--- src/apt_params.svh ---
// Constants of the prescaled timer: offsets, field positions, resets, timing.
// Assumes inclusion by bare name from design files only.
`ifndef APT_PARAMS_SVH
`define APT_PARAMS_SVH

// Register byte offsets
`define APT_OFF_CTRL   8'h00
`define APT_OFF_CLOCK  8'h04
`define APT_OFF_STATUS 8'h08
`define APT_OFF_SCLR   8'h0C
`define APT_OFF_CV     8'h10
`define APT_OFF_AR0    8'h14
`define APT_OFF_AR1    8'h18
`define APT_OFF_PIR0   8'h1C
`define APT_OFF_PIR1   8'h20

// Control fields
`define APT_CTRL_EN    0
`define APT_CTRL_PCLR  1
`define APT_CTRL_CAL   2
`define APT_CTRL_CA0   8
`define APT_CTRL_TAPLO 16
`define APT_CTRL_TAPHI 20
`define APT_CLOCK_CEN  0
`define APT_CLOCK_SLO  8
`define APT_CLOCK_SHI  10

// Status fields
`define APT_ST_OVF     0
`define APT_ST_PER0    8
`define APT_ST_ALM0    16
`define APT_ST_BUSY    24
`define APT_ST_CLKBUSY 28

// Reset values
`define APT_RST_WORD   32'h0000_0000
`define APT_RST_TAP    5'h00

// Source-switch settle time
`define APT_CLK_PERIOD_NS 10
`define APT_CLKBUSY_NS    40
`define APT_CLKBUSY_CYC   ((`APT_CLKBUSY_NS + `APT_CLK_PERIOD_NS - 1) / `APT_CLK_PERIOD_NS)

`endif

--- src/apt_pkg.sv ---
// Types shared by the prescaled timer modules.
// Assumes apt_params.svh supplies all numeric constants.
package apt_pkg;

    // Prescaler clock sources
    typedef enum logic [2:0] {
        APT_SRC_RC   = 3'b000,
        APT_SRC_X32K = 3'b001,
        APT_SRC_PBUS = 3'b010,
        APT_SRC_GEN2 = 3'b011,
        APT_SRC_KHZ  = 3'b100
    } apt_src_t;

endpackage : apt_pkg

--- src/apt_src_if.sv ---
// Carrier between the timer core and its clock-source selector.
// Assumes both ends run on pclk.
`timescale 1ns/10ps
interface apt_src_if;
    apt_pkg::apt_src_t sel;
    logic              cen;
    logic              shutdown;
    logic              tick;

    modport core (output sel, output cen, output shutdown, input tick);
    modport src  (input sel, input cen, input shutdown, output tick);
endinterface : apt_src_if

--- src/apt_src_sel.sv ---
// Prescaler clock-source selector: synchronises source pins, emits ticks.
// Assumes every source pin is slower than half of pclk.
`timescale 1ns/10ps
module apt_src_sel (
    input  wire logic pclk,
    input  wire logic presetn,
    input  wire logic system_rc_osc,
    input  wire logic crystal_32k_osc,
    input  wire logic khz_tick_clock,
    input  wire logic shared_divided_clock_two,
    apt_src_if.src    sif
);
    logic [3:0] s1_q;
    logic [3:0] s2_q;
    logic [3:0] s3_q;
    logic [3:0] rise;
    logic       t;

    // Two-flop synchronisers, third stage for edge detection
    always_ff @(posedge pclk or negedge presetn) begin
        if (!presetn) begin
            s1_q <= 4'h0;
            s2_q <= 4'h0;
            s3_q <= 4'h0;
        end else begin
            s1_q <= {shared_divided_clock_two, khz_tick_clock, crystal_32k_osc, system_rc_osc};
            s2_q <= s1_q;
            s3_q <= s2_q;
        end
    end

    assign rise = s2_q & ~s3_q;

    // Pick one source; shutdown leaves only the slow crystal paths [RL2] [RL12]
    always_comb begin
        case (sif.sel)
            apt_pkg::APT_SRC_RC:   t = rise[0] & ~sif.shutdown; // [RL7]
            apt_pkg::APT_SRC_X32K: t = rise[1];
            apt_pkg::APT_SRC_PBUS: t = ~sif.shutdown;           // [RL7]
            apt_pkg::APT_SRC_GEN2: t = rise[3] & ~sif.shutdown; // [RL7]
            apt_pkg::APT_SRC_KHZ:  t = rise[2];
            default:               t = 1'b0;
        endcase
    end

    assign sif.tick = t & sif.cen; // [RL8]
endmodule : apt_src_sel

--- src/async_prescaled_timer.sv ---
// Prescaled 32-bit timer with alarms, periodic taps and calendar mode.
// Assumes an APB master on pclk; source pins are asynchronous to pclk.
// Notes on behaviour
// RL1 - 32-bit prescaler feeds 32-bit up-counter
// RL2 - Five selectable prescaler clock sources
// RL3 - Periodic interrupts and events from prescaler
// RL4 - Alarm interrupt and event on value match
// RL5 - Overflow interrupt/event; optional clear on alarm
// RL6 - Keeps counting in shutdown; can wake system
// RL7 - Shutdown allows only 32k or 1k source
// RL8 - Timer runs on source clock, not bus
// RL9 - Frozen in debug unless both run bits
// RL10 - Software enables crystal before selecting it
// RL11 - 1k source only with crystal running
// RL12 - Generic source is shared clock two
// RL13 - Optional calendar mode with date fields
// RL14 - Interrupt controller set up before use
// RL15 - Counter clocked by chosen prescaler tap
// RL16 - Counter wraps to zero, sets overflow
// RL17 - Periodic flag on tap 0-to-1 edge
// RL18 - Clear-on-alarm clears counter, sets overflow
// RL19 - Bus writes staged until source tick; busy
// RL20 - Alarm compare each update, one-cycle match
`timescale 1ns/10ps
`include "apt_params.svh"
module async_prescaled_timer (
    input  wire logic        pclk,
    input  wire logic        presetn,
    input  wire logic        psel,
    input  wire logic        penable,
    input  wire logic        pwrite,
    input  wire logic [7:0]  paddr,
    input  wire logic [31:0] pwdata,
    output logic      [31:0] prdata,
    output logic             pready,
    output logic             pslverr,
    input  wire logic        system_rc_osc,
    input  wire logic        crystal_32k_osc,
    input  wire logic        khz_tick_clock,
    input  wire logic        shared_divided_clock_two,
    input  wire logic        shutdown,
    input  wire logic        debug_halt,
    input  wire logic        run_in_debug,
    input  wire logic        peripheral_debug_mask,
    output logic             irq_overflow,
    output logic      [1:0]  irq_periodic,
    output logic      [1:0]  irq_alarm,
    output logic             evt_overflow,
    output logic      [1:0]  evt_periodic,
    output logic      [1:0]  evt_alarm,
    output logic             wake_req
);
    apt_src_if sif ();

    logic [31:0] ctrl_q;
    logic [31:0] clock_q;
    logic [31:0] presc_q;
    logic [31:0] cnt_q;
    logic [31:0] ar_q [2];
    logic [4:0]  pir_q [2];
    logic [4:0]  tap_q;
    logic [31:0] stage_q [6];
    logic [5:0]  pend_q;
    logic [3:0]  clkbusy_cnt_q;
    logic        overflow_flag_q;
    logic [1:0]  periodic_flag_n_q;
    logic [1:0]  alarm_flag_n_q;
    logic        pready_q;
    logic        pslverr_q;
    logic [31:0] prdata_q;
    logic        wake_q;
    logic        ev_ovf_q;
    logic [1:0]  ev_per_q;
    logic [1:0]  ev_alm_q;

    logic        acc;
    logic        wr;
    logic        mapped;
    logic        frozen;
    logic        run_tick;
    logic        cnt_tick;
    logic [31:0] presc_nx;
    logic [31:0] cnt_inc;
    logic        wrap;
    logic [1:0]  match;
    logic        ca_hit;
    logic [1:0]  per_rise;
    logic        set_ovf;
    logic [31:0] rdata;
    logic [5:0]  wr_hit;

    // Days in a calendar month; years divisible by four are leap years
    function automatic logic [4:0] apt_mdays(input logic [3:0] mon, input logic [5:0] yr);
        case (mon)
            4'h2:                      apt_mdays = (yr[1:0] == 2'h0) ? 5'h1D : 5'h1C;
            4'h4, 4'h6, 4'h9, 4'hB:    apt_mdays = 5'h1E;
            default:                   apt_mdays = 5'h1F;
        endcase
    endfunction : apt_mdays

    // Calendar advance by one second: sec, min, hour, day, month, year
    function automatic logic [31:0] apt_cal_inc(input logic [31:0] v);
        logic [5:0] s;
        logic [5:0] mi;
        logic [4:0] h;
        logic [4:0] d;
        logic [3:0] mo;
        logic [5:0] y;
        s  = v[5:0];
        mi = v[11:6];
        h  = v[16:12];
        d  = v[21:17];
        mo = v[25:22];
        y  = v[31:26];
        if (s != 6'h3B) begin
            s = s + 6'h01;
        end else begin
            s = 6'h00;
            if (mi != 6'h3B) begin
                mi = mi + 6'h01;
            end else begin
                mi = 6'h00;
                if (h != 5'h17) begin
                    h = h + 5'h01;
                end else begin
                    h = 5'h00;
                    if (d < apt_mdays(mo, y)) begin
                        d = d + 5'h01;
                    end else begin
                        d = 5'h01;
                        if (mo < 4'hC) begin
                            mo = mo + 4'h1;
                        end else begin
                            mo = 4'h1;
                            y  = y + 6'h01;
                        end
                    end
                end
            end
        end
        apt_cal_inc = {y, mo, d, h, mi, s};
    endfunction : apt_cal_inc

    apt_src_sel u_src (
        .pclk                     (pclk),
        .presetn                  (presetn),
        .system_rc_osc            (system_rc_osc),
        .crystal_32k_osc          (crystal_32k_osc),
        .khz_tick_clock           (khz_tick_clock),
        .shared_divided_clock_two (shared_divided_clock_two),
        .sif                      (sif)
    );

    assign sif.sel      = apt_pkg::apt_src_t'(clock_q[`APT_CLOCK_SHI:`APT_CLOCK_SLO]); // [RL2]
    assign sif.cen      = clock_q[`APT_CLOCK_CEN];
    assign sif.shutdown = shutdown;

    // Bus access completes on the edge that sees pready high
    assign acc    = psel & penable & pready_q;
    assign wr     = acc & pwrite;
    assign mapped = (paddr <= `APT_OFF_PIR1) && (paddr[1:0] == 2'b00);

    // Freeze under debug unless both run permissions are set
    assign frozen   = debug_halt & ~(run_in_debug & peripheral_debug_mask); // [RL9]
    assign run_tick = sif.tick & ctrl_q[`APT_CTRL_EN] & ~frozen;             // [RL8]

    // Tap edge detection on the prescaler increment
    always_comb begin
        presc_nx    = presc_q + 32'h0000_0001;                             // [RL1]
        cnt_tick    = run_tick & ~presc_q[tap_q] & presc_nx[tap_q];        // [RL15]
        per_rise[0] = run_tick & ~presc_q[pir_q[0]] & presc_nx[pir_q[0]];  // [RL17]
        per_rise[1] = run_tick & ~presc_q[pir_q[1]] & presc_nx[pir_q[1]];  // [RL17]
        cnt_inc     = ctrl_q[`APT_CTRL_CAL] ? apt_cal_inc(cnt_q)
                                            : cnt_q + 32'h0000_0001;       // [RL13]
        wrap        = ~ctrl_q[`APT_CTRL_CAL] & (cnt_q == 32'hFFFF_FFFF);   // [RL16]
        match[0]    = cnt_tick & (cnt_inc == ar_q[0]);                     // [RL20]
        match[1]    = cnt_tick & (cnt_inc == ar_q[1]);                     // [RL20]
        ca_hit      = |(match & ctrl_q[`APT_CTRL_CA0+1:`APT_CTRL_CA0]);   // [RL18]
        set_ovf     = cnt_tick & (wrap | ca_hit);                          // [RL16] [RL18]
    end

    // Prescaler: runs on enabled, unfrozen source ticks, cleared by a control write with pclr set
    always_ff @(posedge pclk or negedge presetn) begin
        if (!presetn) begin
            presc_q <= `APT_RST_WORD;
        end else if (wr && paddr == `APT_OFF_CTRL && pwdata[`APT_CTRL_PCLR]) begin
            presc_q <= `APT_RST_WORD;
        end else if (run_tick) begin
            presc_q <= presc_nx; // [RL1]
        end
    end

    // Staged writes per target: cv, ar0, ar1, pir0, pir1, tap
    always_comb begin
        wr_hit    = 6'h00;
        wr_hit[0] = wr && paddr == `APT_OFF_CV;
        wr_hit[1] = wr && paddr == `APT_OFF_AR0;
        wr_hit[2] = wr && paddr == `APT_OFF_AR1;
        wr_hit[3] = wr && paddr == `APT_OFF_PIR0;
        wr_hit[4] = wr && paddr == `APT_OFF_PIR1;
        wr_hit[5] = wr && paddr == `APT_OFF_CTRL;
    end

    // A new write in the tick cycle stays pending for the next tick
    always_ff @(posedge pclk or negedge presetn) begin
        if (!presetn) begin
            pend_q <= 6'h00;
            for (int i = 0; i < 6; i++) begin
                stage_q[i] <= `APT_RST_WORD;
            end
        end else begin
            for (int i = 0; i < 6; i++) begin
                if (wr_hit[i]) begin
                    stage_q[i] <= pwdata;
                end
            end
            pend_q <= wr_hit | (pend_q & {6{~sif.tick}}); // [RL19]
        end
    end

    // Transfer of staged values on the source tick
    always_ff @(posedge pclk or negedge presetn) begin
        if (!presetn) begin
            ar_q[0]  <= `APT_RST_WORD;
            ar_q[1]  <= `APT_RST_WORD;
            pir_q[0] <= `APT_RST_TAP;
            pir_q[1] <= `APT_RST_TAP;
            tap_q    <= `APT_RST_TAP;
        end else if (sif.tick) begin
            if (pend_q[1]) ar_q[0]  <= stage_q[1];      // [RL19]
            if (pend_q[2]) ar_q[1]  <= stage_q[2];      // [RL19]
            if (pend_q[3]) pir_q[0] <= stage_q[3][4:0];
            if (pend_q[4]) pir_q[1] <= stage_q[4][4:0];
            if (pend_q[5]) tap_q    <= stage_q[5][`APT_CTRL_TAPHI:`APT_CTRL_TAPLO];
        end
    end

    // Counter: staged write first, then count, wrap or clear on alarm
    always_ff @(posedge pclk or negedge presetn) begin
        if (!presetn) begin
            cnt_q <= `APT_RST_WORD;
        end else if (sif.tick && pend_q[0]) begin
            cnt_q <= stage_q[0];                 // [RL19]
        end else if (cnt_tick) begin
            cnt_q <= ca_hit ? `APT_RST_WORD : cnt_inc; // [RL5] [RL18] [RL16]
        end
    end

    // Control and clock registers; pclr bit is write-only
    always_ff @(posedge pclk or negedge presetn) begin
        if (!presetn) begin
            ctrl_q  <= `APT_RST_WORD;
            clock_q <= `APT_RST_WORD;
        end else begin
            if (wr && paddr == `APT_OFF_CTRL) begin
                ctrl_q <= pwdata & ~(32'h0000_0001 << `APT_CTRL_PCLR);
            end
            // Source may only change while the clock settles idle
            if (wr && paddr == `APT_OFF_CLOCK && clkbusy_cnt_q == 4'h0) begin
                clock_q <= pwdata;
            end
        end
    end

    // Clock busy: a fixed settle window after each accepted clock write
    always_ff @(posedge pclk or negedge presetn) begin
        if (!presetn) begin
            clkbusy_cnt_q <= 4'h0;
        end else if (wr && paddr == `APT_OFF_CLOCK && clkbusy_cnt_q == 4'h0) begin
            clkbusy_cnt_q <= 4'(`APT_CLKBUSY_CYC);
        end else if (clkbusy_cnt_q != 4'h0) begin
            clkbusy_cnt_q <= clkbusy_cnt_q - 4'h1;
        end
    end

    // Sticky status: a hardware set beats a same-cycle clear
    always_ff @(posedge pclk or negedge presetn) begin
        if (!presetn) begin
            overflow_flag_q   <= 1'b0;
            periodic_flag_n_q <= 2'h0;
            alarm_flag_n_q    <= 2'h0;
        end else begin
            if (wr && paddr == `APT_OFF_SCLR) begin
                overflow_flag_q   <= set_ovf | (overflow_flag_q & ~pwdata[`APT_ST_OVF]);
                periodic_flag_n_q <= per_rise
                    | (periodic_flag_n_q & ~pwdata[`APT_ST_PER0+1:`APT_ST_PER0]);
                alarm_flag_n_q    <= match
                    | (alarm_flag_n_q & ~pwdata[`APT_ST_ALM0+1:`APT_ST_ALM0]);
            end else begin
                overflow_flag_q   <= overflow_flag_q | set_ovf; // [RL5] [RL16]
                periodic_flag_n_q <= periodic_flag_n_q | per_rise; // [RL3] [RL17]
                alarm_flag_n_q    <= alarm_flag_n_q | match;      // [RL4] [RL20]
            end
        end
    end

    // Event pulses and wake request; counting goes on in shutdown on the 32k and 1k sources
    always_ff @(posedge pclk or negedge presetn) begin
        if (!presetn) begin
            ev_ovf_q <= 1'b0;
            ev_per_q <= 2'h0;
            ev_alm_q <= 2'h0;
            wake_q   <= 1'b0;
        end else begin
            ev_ovf_q <= set_ovf;  // [RL5]
            ev_per_q <= per_rise; // [RL3]
            ev_alm_q <= match;    // [RL4]
            wake_q   <= shutdown & (overflow_flag_q | (|periodic_flag_n_q)
                                    | (|alarm_flag_n_q)); // [RL6]
        end
    end

    // Read mux
    always_comb begin
        rdata = 32'h0000_0000;
        case (paddr)
            `APT_OFF_CTRL:   rdata = ctrl_q;
            `APT_OFF_CLOCK:  rdata = clock_q;
            `APT_OFF_STATUS: begin
                rdata[`APT_ST_OVF]                   = overflow_flag_q;
                rdata[`APT_ST_PER0+1:`APT_ST_PER0]   = periodic_flag_n_q;
                rdata[`APT_ST_ALM0+1:`APT_ST_ALM0]   = alarm_flag_n_q;
                rdata[`APT_ST_BUSY]                  = |pend_q;            // [RL19]
                rdata[`APT_ST_CLKBUSY]               = clkbusy_cnt_q != 4'h0;
            end
            `APT_OFF_CV:     rdata = cnt_q;
            `APT_OFF_AR0:    rdata = ar_q[0];
            `APT_OFF_AR1:    rdata = ar_q[1];
            `APT_OFF_PIR0:   rdata = {27'h0, pir_q[0]};
            `APT_OFF_PIR1:   rdata = {27'h0, pir_q[1]};
            default:         rdata = 32'h0000_0000;
        endcase
    end

    // APB slave: one wait state, error on unmapped address
    always_ff @(posedge pclk or negedge presetn) begin
        if (!presetn) begin
            pready_q  <= 1'b0;
            pslverr_q <= 1'b0;
            prdata_q  <= `APT_RST_WORD;
        end else begin
            pready_q  <= psel & penable & ~pready_q;
            pslverr_q <= psel & penable & ~pready_q & ~mapped;
            if (psel && penable && !pready_q) begin
                prdata_q <= pwrite ? 32'h0000_0000 : rdata;
            end
        end
    end

    // Interrupt lines are the sticky flags themselves [RL14]
    assign prdata       = prdata_q;
    assign pready       = pready_q;
    assign pslverr      = pslverr_q;
    assign irq_overflow = overflow_flag_q;
    assign irq_periodic = periodic_flag_n_q;
    assign irq_alarm    = alarm_flag_n_q;
    assign evt_overflow = ev_ovf_q;
    assign evt_periodic = ev_per_q;
    assign evt_alarm    = ev_alm_q;
    assign wake_req     = wake_q;
endmodule : async_prescaled_timer

--- config.mk ---
export PLATFORM = sky130hd
export DESIGN_NAME = async_prescaled_timer
export DESIGN_NICKNAME = d
export VERILOG_FILES = /design/src/apt_pkg.sv /design/src/apt_src_if.sv /design/src/apt_src_sel.sv /design/src/async_prescaled_timer.sv
export VERILOG_INCLUDE_DIRS = /design/src /design/src/src
export SDC_FILE = /design/constraint.sdc
export NUM_CORES = 1
export LEC_CHECK = 0
export BUFFER_PORTS_ARGS = -buffer_cell sky130_fd_sc_hd__buf_2
export CAP_MARGIN = 20
export CORE_ASPECT_RATIO = 0.9
export CORE_MARGIN = 4
export CORE_UTILIZATION = 36
export CTS_BUF_LIST = sky130_fd_sc_hd__clkbuf_4 sky130_fd_sc_hd__clkbuf_8 sky130_fd_sc_hd__clkbuf_16
export DETAILED_ROUTE_END_ITERATION = 10
export PLACE_DENSITY = 0.51
export SLEW_MARGIN = 0
export SYNTH_ARGS = -nofsm -noshare
export SYNTH_HDL_FRONTEND = slang
export SYNTH_SLANG_ARGS = --single-unit
--- constraint.sdc ---
create_clock -name pclk -period 8.63 [get_ports pclk]
set_input_delay 0.4315 -clock pclk [delete_from_list [all_inputs] [get_ports pclk]]
set_output_delay 0.4315 -clock pclk [all_outputs]
set_load 0.005 [all_outputs]
==> run_summary.xml <==
<?xml version="1.0" encoding="UTF-8"?>
<metrics>
  <group name="routing">
    <metric name="post_drt_via_cell_ratio" unit="">6.27</metric>
    <metric name="final_wirelength" unit="um">88800</metric>
    <metric name="iteration_count_of_the_initial_detailed_routing_pass" unit="">6</metric>
    <metric name="drt_iter0_drc" unit="">2051</metric>
    <metric name="detailroute.via_count" unit="">19000</metric>
    <metric name="drt-wirelength-per-cell" unit="um">29.4</metric>
    <metric name="antenna_left" unit="">0</metric>
    <metric name="drcViolationCount" unit="">0</metric>
  </group>
  <group name="critical_path">
    <metric name="cp_top_delay_family" unit="">simple AND/OR/NAND/NOR gates</metric>
    <metric name="required" unit="ns">9.06</metric>
    <metric name="worst_path_most_repeated_cell" unit="">sky130_fd_sc_hd__and3_1</metric>
    <metric name="worst_ep_arrival_time" unit="ns">7.15</metric>
    <metric name="cp-end-kind" unit="">flop</metric>
    <metric name="critical_path.max_stage_delay" unit="ns">0.97</metric>
    <metric name="crit_path_top_delay_cell" unit="">sky130_fd_sc_hd__nand4b_1</metric>
    <metric name="timing.critical_path.cells" unit="">ha_1, nand3b_1, or4_4, a2111oi_4, o21ai_2, and3_1, or4b_1, nor4_1, nand4b_1, and3_1, o21ai_0, a31oi_1</metric>
    <metric name="path_class" unit="">flop to flop</metric>
    <metric name="path_depth" unit="">12</metric>
    <metric name="worstPathMaxFanout" unit="">17</metric>
    <metric name="critical_path_buf_inv_count" unit="">0</metric>
    <metric name="ff2ff_path_depth" unit="">12</metric>
    <metric name="critical_path.startpoint_type" unit="">flop</metric>
  </group>
  <group name="final_layout">
    <metric name="final.fill_count" unit="">5986</metric>
    <metric name="final_layout_size_suffix_gt1_share" unit="%">24.7</metric>
    <metric name="post_layout_inst_area" unit="mm^2">0.0250</metric>
    <metric name="area.growth.synth_to_final" unit="%">12.5</metric>
    <metric name="antenna-diode-count" unit="">0</metric>
    <metric name="regArea" unit="mm^2">0.00949</metric>
    <metric name="finalNetCount" unit="">2268</metric>
    <metric name="multi_input_area" unit="mm^2">0.0119</metric>
  </group>
  <group name="floorplanning">
    <metric name="initial_util" unit="%">36.3</metric>
    <metric name="floorplan.die.width" unit="um">270</metric>
    <metric name="die_y" unit="um">244</metric>
    <metric name="placement_rows" unit="">86</metric>
    <metric name="i_o_pins" unit="">98</metric>
    <metric name="die-area" unit="mm^2">0.0657</metric>
    <metric name="core" unit="mm^2">0.0611</metric>
  </group>
  <group name="synthesis">
    <metric name="netlist.area_leader.share" unit="%">42.7</metric>
    <metric name="ys_seq_elements" unit="">379</metric>
    <metric name="fraction_of_synthesis_flops_using_an_asynchronous_set_or_reset_pin" unit="%">100</metric>
    <metric name="yosys_warning_count" unit="">0</metric>
    <metric name="synth_flop_cell" unit="">sky130_fd_sc_hd__dfrtp_1</metric>
    <metric name="synth.area.top_cells" unit="">sky130_fd_sc_hd__dfrtp_1 43%, sky130_fd_sc_hd__mux2_2 13%, sky130_fd_sc_hd__nand2_1 2.8%</metric>
    <metric name="postSynthNetCount" unit="">2253</metric>
    <metric name="seq_area_frac_synth" unit="%">42.7</metric>
    <metric name="syn-instance-count" unit="">2186</metric>
    <metric name="count_of_flip_flops_with_a_built_in_enable_after_synthesis" unit="">0</metric>
    <metric name="synth_largest_area_cell" unit="">sky130_fd_sc_hd__dfrtp_1</metric>
    <metric name="netlist-cell-type-count" unit="">95</metric>
    <metric name="yosysMostFrequentCell" unit="">sky130_fd_sc_hd__dfrtp_1</metric>
    <metric name="synthesized_area_per_cell" unit="um^2">10.2</metric>
    <metric name="post_synthesis_cell_area" unit="mm^2">0.0222</metric>
    <metric name="synth.top_cells.by_count" unit="">379 x sky130_fd_sc_hd__dfrtp_1, 256 x sky130_fd_sc_hd__mux2_2, 164 x sky130_fd_sc_hd__nand2_1</metric>
  </group>
  <group name="global_routing">
    <metric name="global_route.usage.met1" unit="%">40.2</metric>
    <metric name="grt.total_usage" unit="%">26.5</metric>
    <metric name="top_usage_layer" unit="">met1</metric>
    <metric name="met3_track_demand_over_resource" unit="%">3.56</metric>
    <metric name="number_of_global_route_vias_before_repair" unit="">18700</metric>
    <metric name="grt_pass1_wl" unit="um">132000</metric>
    <metric name="grt.overflow.total" unit="">0</metric>
    <metric name="grt_max_degree" unit="">174</metric>
    <metric name="antenna_found_initial" unit="">4</metric>
    <metric name="gr-usage-met2" unit="%">39.8</metric>
  </group>
  <group name="power">
    <metric name="leakagePower" unit="uW">0.0111</metric>
    <metric name="share_clk_of_total_power" unit="%">50.0</metric>
    <metric name="switching_share" unit="%">22.7</metric>
    <metric name="power.internal" unit="uW">3000</metric>
    <metric name="power_density" unit="mW/mm^2">156</metric>
    <metric name="power.share.combinational" unit="%">3.4</metric>
    <metric name="power.share.sequential" unit="%">46.6</metric>
    <metric name="design_power_total" unit="uW">3880</metric>
    <metric name="vdd_ir_drop_max" unit="mV">0.128</metric>
    <metric name="power.net_switching" unit="uW">881</metric>
  </group>
  <group name="sta">
    <metric name="fin_skew" unit="ns">0.0249</metric>
    <metric name="slew_headroom" unit="%">22.7</metric>
    <metric name="min_tclk_post_route" unit="ns">6.72</metric>
    <metric name="rsz_0062_raised_after_global_routing" unit="">false</metric>
    <metric name="fmax" unit="MHz">149</metric>
    <metric name="timing_max_transition_violations_final" unit="">0</metric>
    <metric name="setup-violations-final" unit="">0</metric>
    <metric name="finalSetupTns" unit="ns">0</metric>
    <metric name="final-hold-violation-count" unit="">0</metric>
    <metric name="tightestPinTransition" unit="ns">1.15</metric>
    <metric name="crit_share_post_route" unit="%">77.9</metric>
  </group>
  <group name="cts">
    <metric name="postCtsSetupRepairBufs" unit="">0</metric>
    <metric name="clk_pin_slew_worst_paths" unit="ns">0.06</metric>
    <metric name="tritoncts" unit="">done</metric>
    <metric name="clock-root-buffer" unit="">sky130_fd_sc_hd__clkbuf_16</metric>
    <metric name="clock_tree.buffer_depth" unit="">3</metric>
    <metric name="worst_skew_pair.late_latency" unit="ns">0.59</metric>
    <metric name="numCtsBuffers" unit="">44</metric>
    <metric name="clock_sink_count" unit="">379</metric>
    <metric name="htreeDepth" unit="">2</metric>
  </group>
  <group name="run_status">
    <metric name="run_status" unit="">finished, final reports clean</metric>
  </group>
  <group name="place">
    <metric name="placer_congestion" unit="">1.00</metric>
    <metric name="placed_cell_area" unit="mm^2">0.0234</metric>
    <metric name="dp.final_hpwl" unit="um">62300</metric>
    <metric name="port_buffers" unit="">97</metric>
  </group>
  <group name="worst_hold_path">
    <metric name="hold_path.class" unit="">primary input to flop</metric>
    <metric name="min_delay_path_depth" unit="">2</metric>
  </group>
  <group name="flow_run">
    <metric name="maxCapViolations" unit="">0</metric>
  </group>
</metrics>
[layout by cell type, fill, tap and decap left out, drive strengths merged, types with 16 or more instances in the layout]
| master | count |
|---|---|
| dfrtp | 379 |
| buf | 146 |
| mux4 | 19 |
| or4 | 31 |
| a222oi | 39 |
| xnor2 | 58 |
| and3 | 31 |
| a21oi | 54 |
| o211ai | 19 |
| nor4 | 44 |
| mux2 | 256 |
| nor2 | 123 |
| a22oi | 29 |
| and2 | 20 |
| a211oi | 20 |
| inv | 42 |
| nand3 | 61 |
| or3 | 27 |
| o21ai | 86 |
| clkbuf | 61 |
| nand2 | 164 |
| xor2 | 37 |
| nand2b | 28 |
| o31ai | 16 |
| nand4 | 37 |
| a31oi | 33 |
| nor3 | 69 |
| a22o | 31 |
[power groups by stage]
| stage | clock network [uW] | logic (uW) | registers, uW |
|---|---|---|---|
| 2_1_floorplan | 0 | 48.6 | 1840 |
| 4_1_cts | 1990 | 137 | 1810 |
| 3_3_place_gp | 0 | 132 | 1840 |
| 3_5_place_dp | 0 | 135 | 1840 |
| 6_report | 1940 | 133 | 1810 |
| 5_1_grt | 2060 | 153 | 1810 |
[sequential cells by signal (all words and copies together) (netlist names), 4 cells and up]
signal         cells
stage_q          125
ar_q              64
clock_q           32
cnt_q             32
prdata            32
presc_q           32
ctrl_q            12
pir_q             10
pend_q             6
tap_q              5
clkbusy_cnt_q      4
u_src.s1_q         4
u_src.s2_q         4
u_src.s3_q         4
[per-layer routing]
layer	up-vias	routed length, um	share of wire [%]
met5	-	15	0.017
met4	2	2520	2.8
met3	124	5790	6.5
met2	762	38200	43
met1	9793	42200	48
li1	8284	-	-
[cells by family after synthesis]
logic type / count (synthesis) / synth area share [%]
fa+ha+maj: 14 / 0.789
simple gates: 722 / 17.7
buf+inv: 225 / 4.03
compound gates: 462 / 15.4
flops: 379 / 42.7
mux: 288 / 15.5
xor+xnor: 96 / 3.85
[per-stage QoR]
step | hold slack, ns | utilization (%) | setup slack [ns] | instances
6_report | 0.133 | 40.9 | 1.91 | 3023
4_1_cts | 0.108 | 40.8 | 2.12 | 3021
2_1_floorplan | 0.136 | - | 3.98 | 2186
5_1_grt | 0.134 | 40.9 | 1.77 | 3023
3_5_place_dp | 0.339 | 38.3 | 2.16 | 2940
3_3_place_gp | 0.334 | 38.2 | 2.19 | 2937
[worst paths after layout]
| kind | from | slack, ns | end |
|---|---|---|---|
| max reg2reg | cnt_q[0] | 1.91 | cnt_q[2] |
| min in group asynchronous | presetn | 0.44 | prdata[7] |
| min | shutdown | 0.13 | wake_req |
| max in group asynchronous | presetn | 6.67 | stage_q[147] |
| min reg2reg | u_src.s1_q[1] | 0.35 | u_src.s2_q[1] |
| max | cnt_q[0] | 1.91 | cnt_q[2] |
[cell type report]
| cell class | instances | share of cell area, % |
|---|---|---|
| timing repair buffer | 151 | 3.84 |
| clock buffer | 61 | 5.21 |
| multi-input combinational | 1582 | 47.6 |
| tap | 792 | 3.97 |
| inverter | 43 | 0.646 |
| clock inverter | 15 | 0.767 |
| sequential | 379 | 38.0 |
[timing repair]
item | CTS | global route
setup endpoints to repair | 0 | 0
resized for setup | 0 | 0
hold endpoints to repair | 79 | 0
hold buffers | 5 | 0
Note: power is estimated with default switching activity, not from simulation.
